**config.mk**
```make
export PLATFORM = sky130hd
export DESIGN_NAME = ptm_encoder
export DESIGN_NICKNAME = d
export VERILOG_FILES = /design/src/verilog/ptm_pkg.sv /design/src/verilog/ptm_encoder.sv
export SDC_FILE = /design/constraint.sdc
export NUM_CORES = 1
export LEC_CHECK = 0
export BUFFER_PORTS_ARGS = -buffer_cell sky130_fd_sc_hd__buf_2
export CAP_MARGIN = 10
export CORE_AREA = 4 4 307 309
export CTS_CLUSTER_SIZE = 10
export DETAILED_ROUTE_END_ITERATION = 8
export DIE_AREA = 0 0 311 313
export RECOVER_POWER = 50
export SLEW_MARGIN = 20
export SYNTH_ARGS = -nofsm -noshare
export SYNTH_HDL_FRONTEND = slang
export SYNTH_SLANG_ARGS = --single-unit
```
**constraint.sdc**
```tcl
create_clock -name mclk -period 10.7 [get_ports mclk]
set_input_delay 2.14 -clock mclk [delete_from_list [all_inputs] [get_ports mclk]]
set_output_delay 2.14 -clock mclk [all_outputs]
set_load 0.01 [all_outputs]
```
**src/verilog/ptm_pkg.sv**
```systemverilog
package ptm_pkg;
  localparam int ADDR_W = 23;
  localparam int CNT_W = 8;
  localparam int DEPTH = 16;
  localparam int PTR_W = 4;
  localparam logic [5:0] TC_DIRECT = 6'h03;
  localparam logic [5:0] TC_INDIRECT = 6'h04;
  localparam logic [5:0] TC_ERROR = 6'h08;
  localparam logic [5:0] TC_CORRECT = 6'h0A;
  localparam logic [5:0] TC_DSYNC = 6'h0B;
  localparam logic [5:0] TC_DSYNC_CNT = 6'h0C;
  localparam logic [5:0] TC_ISYNC = 6'h0D;
  localparam logic [5:0] TC_ISYNC_CNT = 6'h0E;
  localparam logic [5:0] TC_FULL = 6'h1B;
  localparam logic [5:0] TC_ISYNC_CC = 6'h3B;
  localparam logic [5:0] TC_DSYNC_CC = 6'h3C;
  localparam logic [3:0] RES_SEQ_FULL = 4'h0;
  localparam logic [3:0] ERR_OVERRUN = 4'h7;
  localparam logic [8:0] ICNT_MAX = 9'h100;
  localparam logic [7:0] SYNC_PERIOD = 8'hFF;
  localparam logic [1:0] EVT_SYNC = 2'h0;
  // register map
  localparam logic [7:0] OFS_CTRL = 8'h00;
  localparam logic [7:0] OFS_STAT = 8'h04;
  localparam logic [7:0] OFS_MSGS = 8'h08;
  localparam int B_EN = 0;
  localparam int B_FMT = 1;
  localparam int B_EC0 = 2;
  // message record: tcode, count/field, bit ptr, address, address length
  localparam int MSG_W = 6 + CNT_W + 6 + ADDR_W + 5;
  typedef enum logic [1:0] {PTM_IDLE, PTM_ERRQ} ptm_state_t;
endpackage

```
**src/verilog/ptm_encoder.sv**
```systemverilog
module ptm_encoder (
  // clock and reset
  input wire logic mclk,
  input wire logic arst_n,
  // processor activity, same clock
  input wire logic instr_seq,
  input wire logic br_direct,
  input wire logic br_indirect,
  input wire logic [22:0] br_target,
  input wire logic [5:0] br_bitptr,
  input wire logic mispredict,
  input wire logic exception,
  input wire logic [7:0] exc_unreported,
  input wire logic watchpoint,
  input wire logic fetch_sync,
  input wire logic compressed_mode,
  input wire logic low_power,
  input wire logic background_debug_mode,
  input wire logic sys_reset,
  // external pin
  input wire logic event_in_pin,
  // output queue drain
  output logic msg_valid,
  input wire logic msg_ready,
  output logic [5:0] msg_tcode,
  output logic [7:0] msg_count,
  output logic [5:0] msg_bitptr,
  output logic [22:0] msg_addr,
  output logic [4:0] msg_addr_len,
  // axi4-lite slave
  input wire logic [7:0] s_awaddr,
  input wire logic s_awvalid,
  output logic s_awready,
  input wire logic [31:0] s_wdata,
  input wire logic [3:0] s_wstrb,
  input wire logic s_wvalid,
  output logic s_wready,
  output logic [1:0] s_bresp,
  output logic s_bvalid,
  input wire logic s_bready,
  input wire logic [7:0] s_araddr,
  input wire logic s_arvalid,
  output logic s_arready,
  output logic [31:0] s_rdata,
  output logic [1:0] s_rresp,
  output logic s_rvalid,
  input wire logic s_rready
);
  localparam int MW = ptm_pkg::MSG_W;

  function automatic logic [4:0] sig_len(input logic [22:0] v);
    logic [4:0] n;
    n = 5'h01;
    for (int i = 0; i < 23; i++)
    begin
      if (v[i])
      begin
        n = 5'(i + 1);
      end
    end
    return n;
  endfunction

  function automatic logic [MW-1:0] pack(input logic [5:0] tc, input logic [7:0] c,
      input logic [5:0] bp, input logic [22:0] a);
    return {tc, c, bp, a, sig_len(a)};
  endfunction

  // event pin synchroniser
  logic evt_s1_reg, evt_s2_reg, evt_s3_reg;
  always_ff @(posedge mclk or negedge arst_n)
  begin
    if (!arst_n)
    begin
      evt_s1_reg <= 1'b0;
      evt_s2_reg <= 1'b0;
      evt_s3_reg <= 1'b0;
    end
    else
    begin
      evt_s1_reg <= event_in_pin;
      evt_s2_reg <= evt_s1_reg;
      evt_s3_reg <= evt_s2_reg;
    end
  end
  wire evt_rise = evt_s2_reg & ~evt_s3_reg;

  // control register
  logic [31:0] ctrl_reg, ctrl_next;
  wire trace_en = ctrl_reg[ptm_pkg::B_EN];
  wire fmt_sel = ctrl_reg[ptm_pkg::B_FMT];
  wire [1:0] ec_field = ctrl_reg[ptm_pkg::B_EC0 +: 2];

  // trace state
  logic [8:0] icnt_reg, icnt_next;
  logic [7:0] since_sync_reg, since_sync_next;
  logic [7:0] last_cnt_reg, last_cnt_next;
  logic sync_pend_reg, sync_pend_next;
  logic [22:0] ref_addr_reg, ref_addr_next;
  logic en_d_reg, lp_d_reg, bdm_d_reg, cc_d_reg, rst_d_reg;
  logic ovr_sticky_reg, ovr_sticky_next;
  logic [15:0] msg_total_reg, msg_total_next;
  localparam int DEPTH_L = ptm_pkg::DEPTH;
  logic [MW-1:0] q_mem [DEPTH_L];
  logic [ptm_pkg::PTR_W-1:0] wr_ptr_reg, wr_ptr_next, rd_ptr_reg, rd_ptr_next;
  logic [ptm_pkg::PTR_W:0] q_cnt_reg, q_cnt_next;
  typedef ptm_pkg::ptm_state_t ptm_state_t_l;
  ptm_state_t_l st_reg, st_next;

  // one message per cycle; priority overrun error > correction > branch > full
  logic push;
  logic [MW-1:0] push_msg;
  logic is_sync;
  logic [22:0] rel;
  always_comb
  begin
    icnt_next = icnt_reg;
    since_sync_next = since_sync_reg;
    last_cnt_next = last_cnt_reg;
    sync_pend_next = sync_pend_reg;
    ref_addr_next = ref_addr_reg;
    ovr_sticky_next = ovr_sticky_reg;
    push = 1'b0;
    push_msg = '0;
    is_sync = 1'b0;
    rel = br_target ^ ref_addr_reg;
    st_next = st_reg;
    if ((trace_en & ~en_d_reg) | (lp_d_reg & ~low_power)
        | (bdm_d_reg & ~background_debug_mode) | (rst_d_reg & ~sys_reset)
        | (compressed_mode ^ cc_d_reg) | fetch_sync
        | (watchpoint & trace_en)
        | (evt_rise & ec_field == ptm_pkg::EVT_SYNC))
    begin
      sync_pend_next = 1'b1;
    end
    if (trace_en)
    begin
      if (instr_seq)
      begin
        icnt_next = icnt_reg + 9'h001;
      end
      if (st_reg == ptm_pkg::PTM_ERRQ)
      begin
        // overrun error leads the flushed queue
        push = 1'b1;
        push_msg = pack(ptm_pkg::TC_ERROR, {4'h0, ptm_pkg::ERR_OVERRUN}, 6'h00, 23'h0);
        st_next = ptm_pkg::PTM_IDLE;
        sync_pend_next = 1'b1;
      end
      else if (mispredict)
      begin
        // one rewound; mispredicted branch restarts count at one
        push = 1'b1;
        push_msg = pack(ptm_pkg::TC_CORRECT, 8'h01, 6'h00, 23'h0);
        icnt_next = 9'h001;
      end
      else if (exception)
      begin
        // unreported work is excluded, faulting one included
        push = 1'b1;
        push_msg = pack(ptm_pkg::TC_CORRECT, 8'(last_cnt_reg - exc_unreported + 8'h01),
            6'h00, 23'h0);
        icnt_next = 9'h000;
      end
      else if (br_direct | br_indirect)
      begin
        // sync only lands on a taken change of flow
        is_sync = sync_pend_reg | since_sync_reg >= ptm_pkg::SYNC_PERIOD;
        push = 1'b1;
        if (is_sync)
        begin
          if (compressed_mode)
          begin
            push_msg = pack(br_direct ? ptm_pkg::TC_DSYNC_CC : ptm_pkg::TC_ISYNC_CC,
                fmt_sel ? icnt_reg[7:0] : 8'h00, br_bitptr, br_target);
          end
          else if (fmt_sel)
          begin
            push_msg = pack(br_direct ? ptm_pkg::TC_DSYNC_CNT : ptm_pkg::TC_ISYNC_CNT,
                8'(ovr_sticky_reg), 6'h00, br_target);
          end
          else
          begin
            push_msg = pack(br_direct ? ptm_pkg::TC_DSYNC : ptm_pkg::TC_ISYNC,
                {7'h00, ovr_sticky_reg}, 6'h00, br_target);
          end
          ref_addr_next = br_target;
          sync_pend_next = 1'b0;
          since_sync_next = 8'h00;
          ovr_sticky_next = 1'b0;
        end
        else if (br_indirect)
        begin
          push_msg = pack(ptm_pkg::TC_INDIRECT, icnt_reg[7:0], 6'h00, rel);
          ref_addr_next = br_target;
          since_sync_next = since_sync_reg + 8'h01;
        end
        else
        begin
          push_msg = pack(ptm_pkg::TC_DIRECT, icnt_reg[7:0], 6'h00, 23'h0);
          since_sync_next = since_sync_reg + 8'h01;
        end
        last_cnt_next = icnt_reg[7:0];
        icnt_next = 9'h000;
      end
      else if (icnt_reg == ptm_pkg::ICNT_MAX)
      begin
        push = 1'b1;
        push_msg = pack(ptm_pkg::TC_FULL, {4'h0, ptm_pkg::RES_SEQ_FULL}, 6'h00, 23'h0);
        icnt_next = {8'h00, instr_seq};
        sync_pend_next = 1'b1;
      end
    end
  end

  // queue: strictly in order
  wire pop = msg_valid & msg_ready;
  wire q_full = q_cnt_reg == 5'(ptm_pkg::DEPTH);
  logic ovr_sticky_next_q;
  always_comb
  begin
    wr_ptr_next = wr_ptr_reg;
    rd_ptr_next = rd_ptr_reg;
    q_cnt_next = q_cnt_reg;
    msg_total_next = msg_total_reg;
    if (push & q_full & st_reg != ptm_pkg::PTM_ERRQ)
    begin
      // drop the lost message; flush and queue the error next cycle
      wr_ptr_next = '0;
      rd_ptr_next = '0;
      q_cnt_next = '0;
      ovr_sticky_next_q = 1'b1;
    end
    else
    begin
      ovr_sticky_next_q = 1'b0;
      if (push)
      begin
        wr_ptr_next = wr_ptr_reg + 4'h1;
        msg_total_next = msg_total_reg + 16'h0001;
      end
      if (pop)
      begin
        rd_ptr_next = rd_ptr_reg + 4'h1;
      end
      q_cnt_next = 5'(q_cnt_reg + push - pop);
    end
  end
  wire q_do_write = push & ~(q_full & st_reg != ptm_pkg::PTM_ERRQ);

  always_ff @(posedge mclk)
  begin
    if (q_do_write)
    begin
      q_mem[wr_ptr_reg] <= push_msg;
    end
  end
  assign msg_valid = q_cnt_reg != '0;
  assign {msg_tcode, msg_count, msg_bitptr, msg_addr, msg_addr_len} = q_mem[rd_ptr_reg];

  always_ff @(posedge mclk or negedge arst_n)
  begin
    if (!arst_n)
    begin
      icnt_reg <= '0;
      since_sync_reg <= '0;
      last_cnt_reg <= '0;
      sync_pend_reg <= 1'b1;
      ref_addr_reg <= '0;
      en_d_reg <= 1'b0;
      lp_d_reg <= 1'b0;
      bdm_d_reg <= 1'b0;
      cc_d_reg <= 1'b0;
      rst_d_reg <= 1'b0;
      ovr_sticky_reg <= 1'b0;
      msg_total_reg <= '0;
      wr_ptr_reg <= '0;
      rd_ptr_reg <= '0;
      q_cnt_reg <= '0;
      st_reg <= ptm_pkg::PTM_IDLE;
    end
    else
    begin
      icnt_reg <= icnt_next;
      since_sync_reg <= since_sync_next;
      last_cnt_reg <= last_cnt_next;
      sync_pend_reg <= sync_pend_next;
      ref_addr_reg <= ref_addr_next;
      en_d_reg <= trace_en;
      lp_d_reg <= low_power;
      bdm_d_reg <= background_debug_mode;
      cc_d_reg <= compressed_mode;
      rst_d_reg <= sys_reset;
      ovr_sticky_reg <= ovr_sticky_next | ovr_sticky_next_q;
      msg_total_reg <= msg_total_next;
      wr_ptr_reg <= wr_ptr_next;
      rd_ptr_reg <= rd_ptr_next;
      q_cnt_reg <= q_cnt_next;
      st_reg <= ovr_sticky_next_q ? ptm_pkg::PTM_ERRQ : st_next;
    end
  end

  // axi4-lite: write taken when address and data both present
  logic bvalid_reg, bvalid_next, rvalid_reg, rvalid_next;
  logic [31:0] rdata_reg, rdata_next;
  logic [1:0] bresp_reg, bresp_next, rresp_reg, rresp_next;
  wire wr_go = s_awvalid & s_wvalid & ~bvalid_reg;
  wire rd_go = s_arvalid & ~rvalid_reg;
  assign s_awready = wr_go;
  assign s_wready = wr_go;
  assign s_arready = rd_go;
  assign s_bvalid = bvalid_reg;
  assign s_bresp = bresp_reg;
  assign s_rvalid = rvalid_reg;
  assign s_rresp = rresp_reg;
  assign s_rdata = rdata_reg;
  always_comb
  begin
    ctrl_next = ctrl_reg;
    bvalid_next = bvalid_reg & ~s_bready;
    bresp_next = bresp_reg;
    rvalid_next = rvalid_reg & ~s_rready;
    rresp_next = rresp_reg;
    rdata_next = rdata_reg;
    if (wr_go)
    begin
      bvalid_next = 1'b1;
      bresp_next = 2'b00;
      if (s_awaddr == ptm_pkg::OFS_CTRL)
      begin
        for (int b = 0; b < 4; b++)
        begin
          if (s_wstrb[b])
          begin
            ctrl_next[b*8 +: 8] = s_wdata[b*8 +: 8];
          end
        end
        ctrl_next[31:4] = '0;
      end
      else if (s_awaddr != ptm_pkg::OFS_STAT && s_awaddr != ptm_pkg::OFS_MSGS)
      begin
        bresp_next = 2'b10;
      end
    end
    if (rd_go)
    begin
      rvalid_next = 1'b1;
      rresp_next = 2'b00;
      case (s_araddr)
        ptm_pkg::OFS_CTRL: rdata_next = ctrl_reg;
        ptm_pkg::OFS_STAT: rdata_next = {14'h0, q_cnt_reg, sync_pend_reg, ovr_sticky_reg,
            icnt_reg, since_sync_reg[1:0]};
        ptm_pkg::OFS_MSGS: rdata_next = {16'h0, msg_total_reg};
        default:
        begin
          rdata_next = '0;
          rresp_next = 2'b10;
        end
      endcase
    end
  end
  always_ff @(posedge mclk or negedge arst_n)
  begin
    if (!arst_n)
    begin
      ctrl_reg <= '0;
      bvalid_reg <= 1'b0;
      bresp_reg <= 2'b00;
      rvalid_reg <= 1'b0;
      rresp_reg <= 2'b00;
      rdata_reg <= '0;
    end
    else
    begin
      ctrl_reg <= ctrl_next;
      bvalid_reg <= bvalid_next;
      bresp_reg <= bresp_next;
      rvalid_reg <= rvalid_next;
      rresp_reg <= rresp_next;
      rdata_reg <= rdata_next;
    end
  end

  mispredict_corr_a: assert property (@(posedge mclk) disable iff (!arst_n)
    trace_en && st_reg == ptm_pkg::PTM_IDLE && mispredict |=> icnt_reg == 9'h001)
    else $error("count not restarted at one after mispredict");
  exception_zero_a: assert property (@(posedge mclk) disable iff (!arst_n)
    trace_en && st_reg == ptm_pkg::PTM_IDLE && !mispredict && exception |=> icnt_reg == 9'h000)
    else $error("count not cleared after exception");
  sync_ref_a: assert property (@(posedge mclk) disable iff (!arst_n)
    is_sync && push |=> ref_addr_reg == $past(br_target))
    else $error("sync did not update reference");
  overrun_err_a: assert property (@(posedge mclk) disable iff (!arst_n)
    st_reg == ptm_pkg::PTM_ERRQ && trace_en |=> q_cnt_reg >= 5'h01 && sync_pend_reg)
    else $error("overrun error not queued");
  full_sync_a: assert property (@(posedge mclk) disable iff (!arst_n)
    trace_en && st_reg == ptm_pkg::PTM_IDLE && !mispredict && !exception && !br_direct
    && !br_indirect && icnt_reg == ptm_pkg::ICNT_MAX |=> sync_pend_reg && icnt_reg <= 9'h001)
    else $error("full count did not force sync");
  period_sync_a: assert property (@(posedge mclk) disable iff (!arst_n)
    since_sync_reg >= ptm_pkg::SYNC_PERIOD && push && (br_direct | br_indirect)
    && st_reg == ptm_pkg::PTM_IDLE && !mispredict && !exception |-> is_sync)
    else $error("periodic sync missed");
  enable_sync_a: assert property (@(posedge mclk) disable iff (!arst_n)
    trace_en && !en_d_reg |=> sync_pend_reg)
    else $error("enable did not request sync");
  queue_order_a: assert property (@(posedge mclk) disable iff (!arst_n)
    msg_valid && !msg_ready && !ovr_sticky_next_q |=> msg_valid && $stable(msg_tcode))
    else $error("head message changed while stalled");
endmodule

```
==> run_results.csv <==
group,metric,value,unit
outcome,status,"complete, but fails checks",
outcome,violations,"max-capacitance violations, max-slew violations",
sta,fmax,0.144,GHz
global_route,grtUsageTotal,17.3,%
finish,area_delta_synth_final,12.3,%
placement,hpwlAfterDp,45700,um
detailed_routing,drt_first_pass_iters,5,
critical_path,cpMostUsedCell,"clkbuf_1",
sta,setup_viol,0,
detailed_routing,via_per_inst,5.62,
critical_path,cp.required,10620,ps
pwr,pwr-share-seq,48.6,%
flow_run,max_cap_viol_count,5,
critical_path,crit_chain,"clkbuf_1, clkbuf_1",
synth,synth_ff_type,"edfxtp_1",
clock_tree,clock_sinks,882,
detailed_routing,post_drt_wl_per_cell,25.3,um
sta,rsz0062_at_grt,"no",
finish,drive_above_1_share,25.3,%
global_route,grt-ovfl-total,0,
synth,ys_types,73,
pwr,p_int,5960,uW
synth,synth.top_cell.area_share,63.3,%
floorplan,fp.dieH,313,um
synth,synthMuxAreaShare,16.1,%
pwr,leakagePower,0.0157,uW
synth,yosysWarnings,0,
placement,dp.cells,3206,
clock_tree,post-cts-setup-buffers,0,
critical_path,critPathCaptureType,"async pin",
pwr,power.total,7950,uW
detailed_routing,drt-initial-drc-count,1627,
synth,yosys.area_share.simple,4.83,%
synth,synth_top_family_by_area,"multiplexers",
clock_tree,htreeDepth,3,
pwr,cellPowerDensity,194,nW/um^2
synth,synthTopCellsByCount,"768 x edfxtp_1, 240 x mux4_2, 113 x dfrtp_1",
pwr,peakVddDrop,0.179,mV
synth,synthMostInstantiatedCell,"edfxtp_1",
pwr,power_frac_clock,37.1,%
sta,finalHoldViolations,0,
pwr,p_sw,1990,uW
synth,postSynthCellCount,1929,
clock_tree,worstSkewPairLatency,640,ps
sta,clock_skew,17.8,ps
sta,fin_crit,6940,ps
floorplan,core,91400,um^2
global_route,grt_max_degree,105,
synth,synth_adder_area_share,1.11,%
placement,portBuffers,151,
floorplan,dieArea,97300,um^2
synth,synth-xor-area-share,1.42,%
detailed_routing,ant_nets,0,
synth,synthTopCellsByArea,"edfxtp_1 63%, mux4_2 15%, dfrtp_1 7.8%",
finish,largest_reg_flops,768,
clock_tree,cts_tree,"done",
clock_tree,cts_inserted_buffers,99,
pwr,p_sw_share,25.1,%
sta,fin_crit_sh,64.8,%
detailed_routing,drc,0,
critical_path,worst-path-buf-inv,2,
clock_tree,clock-root-buffer,"clkbuf_16",
floorplan,die_width,311,um
critical_path,critPathMaxFanout,68,
synth,synth-compound-area-share,3.16,%
clock_tree,cts.path.max_buffers,3,
clock_tree,cts_resized,0,
sta,tightest_slew,3570,ps
clock_tree,holdBufCountCts,0,
floorplan,rows,111,
synth,ys_seq_area_share,71.1,%
global_route,grt_pass1_wl,127000,um
floorplan,io_pins,199,
synth,synth_area_leader_cell,"edfxtp_1",
critical_path,arrival,6860,ps
finish,nFillCells,7808,
synth,avgSynthCellArea,18.9,um^2
finish,layout.cells.non_filler,3344,
sta,drv_slew,204,
floorplan,start_util,39.9,%
detailed_routing,routed_wl,84600,um
critical_path,critical_path_class,"in -> async",
synth,ys_seq_elements,882,
clock_tree,path_clk_slew,50,ps
worst_hold_path,min_path_type,"reg -> reg",
global_route,antenna_found_initial,14,
critical_path,slowest_stage,"clkbuf_1",
critical_path,cp-start-kind,"primary input",
synth,syn-cell-area,36400,um^2
sta,slew_headroom,-138,%
global_route,grt_pass1_vias,19600,
placement,gp_congestion,0.878,
critical_path,crit_family,"buffers and inverters",
finish,fin_nets,2261,
critical_path,max_stage_delay,2650,ps
synth,async_flop_share,12.9,%
sta,tns,0,ps
sta,hold_slack,352,ps
detailed_routing,vias,18800,
synth,synth_edf_count,768,
pwr,power_frac_comb,14.3,%
## metal layers
| metal | vias to the layer above | part of all wire, % | global-route usage, % |
|---|---|---|---|
| li1 | 8058 | - | - |
| met1 | 10000 | 43 | 23.8 |
| met2 | 570 | 50 | 29.2 |
| met3 | 107 | 5.7 | 2.60 |
| met4 | 8 | 1.7 | 4.44 |
| met5 | - | 0.057 | 0 |
## final timing paths
| check | startpoint | end | slack [ps] | depth (start not counted) |
|---|---|---|---|---|
| hold reg to reg | evt_s1_reg | evt_s2_reg | 350 | 0 |
| hold / removal | evt_s1_reg | evt_s2_reg | 350 | 0 |
| min in group asynchronous | arst_n | ref_addr_reg[5] | 2410 | 1 |
| setup reg to reg | since_sync_reg[0] | q_mem[13][2] | 5680 | 7 |
| max in group mclk | rd_ptr_reg[1] | msg_addr_len[4] | 4280 | 5 |
| setup / recovery | arst_n | s_bvalid | 3760 | 2 |
## cell families after synthesis
kind of cell | after synthesis
fa+ha+maj | 31
mux | 275
other cells | 1
buf+inv | 157
simple gates | 336
xor+xnor | 59
flops | 882
compound gates | 188
## power by group through the flow
stage	clock [uW]	sequential [uW]	combinational, uW
3_3_place_gp	0	3930	1170
4_1_cts	3030	3870	1180
2_1_floorplan	0	3810	1010
6_report	2950	3860	1130
5_1_grt	3170	3870	1240
3_5_place_dp	0	3940	1170
## cell usage in the layout, fill, tap and decap left out, types with 13 or more instances in the layout
cell,Yosys,layout
nand2b_1,14,14
a21oi_1,56,57
nor3_1,12,13
buf_2,19,123
o21ai_0,62,70
clkbuf_1,61,70
nor2_1,72,73
nor2b_1,24,24
conb_1,1,16
nor3b_1,15,16
edfxtp_1,768,768
nand2_1,99,99
buf_4,17,25
nand4_1,17,17
ha_1,29,29
dfrtp_1,113,109
mux2_2,11,20
mux4_2,240,240
xor2_1,24,24
clkbuf_16,0,102
xnor2_1,35,35
nand3_1,21,22
a22oi_1,18,18
inv_1,37,37
## worst register-to-register path, stage by stage (launching register included)
cell and delay (ps):
dfrtp_1 470, ha_1 320, a41o_2 220, buf_4 400, a21oi_1 240, nor2_1 1760, o21ai_0 290, nor2_1 940
## cell type report
cell class | instances | area [um^2] | area share (%)
diodes | 4 | 10.0 | 0.0245
clock buffers | 126 | 2650 | 6.48
clock inverters | 8 | 78.8 | 0.193
inverters | 37 | 139 | 0.339
multi-input cells | 905 | 9650 | 23.6
flip-flops and latches | 882 | 25900 | 63.3
well taps | 1186 | 1480 | 3.62
repair buffers | 196 | 1000 | 2.44
## stage by stage
stage                     setup WS, ps  area, um^2  util, %
final                             3760       40900     44.8
after global routing              2560       40900     44.8
after CTS                         4180       41200     45.1
after detailed placement          4890       38400     42.1
after global placement            4880       38400     42.1
after floorplan                   5330       36500        -
(Power assumes the default switching activity.)
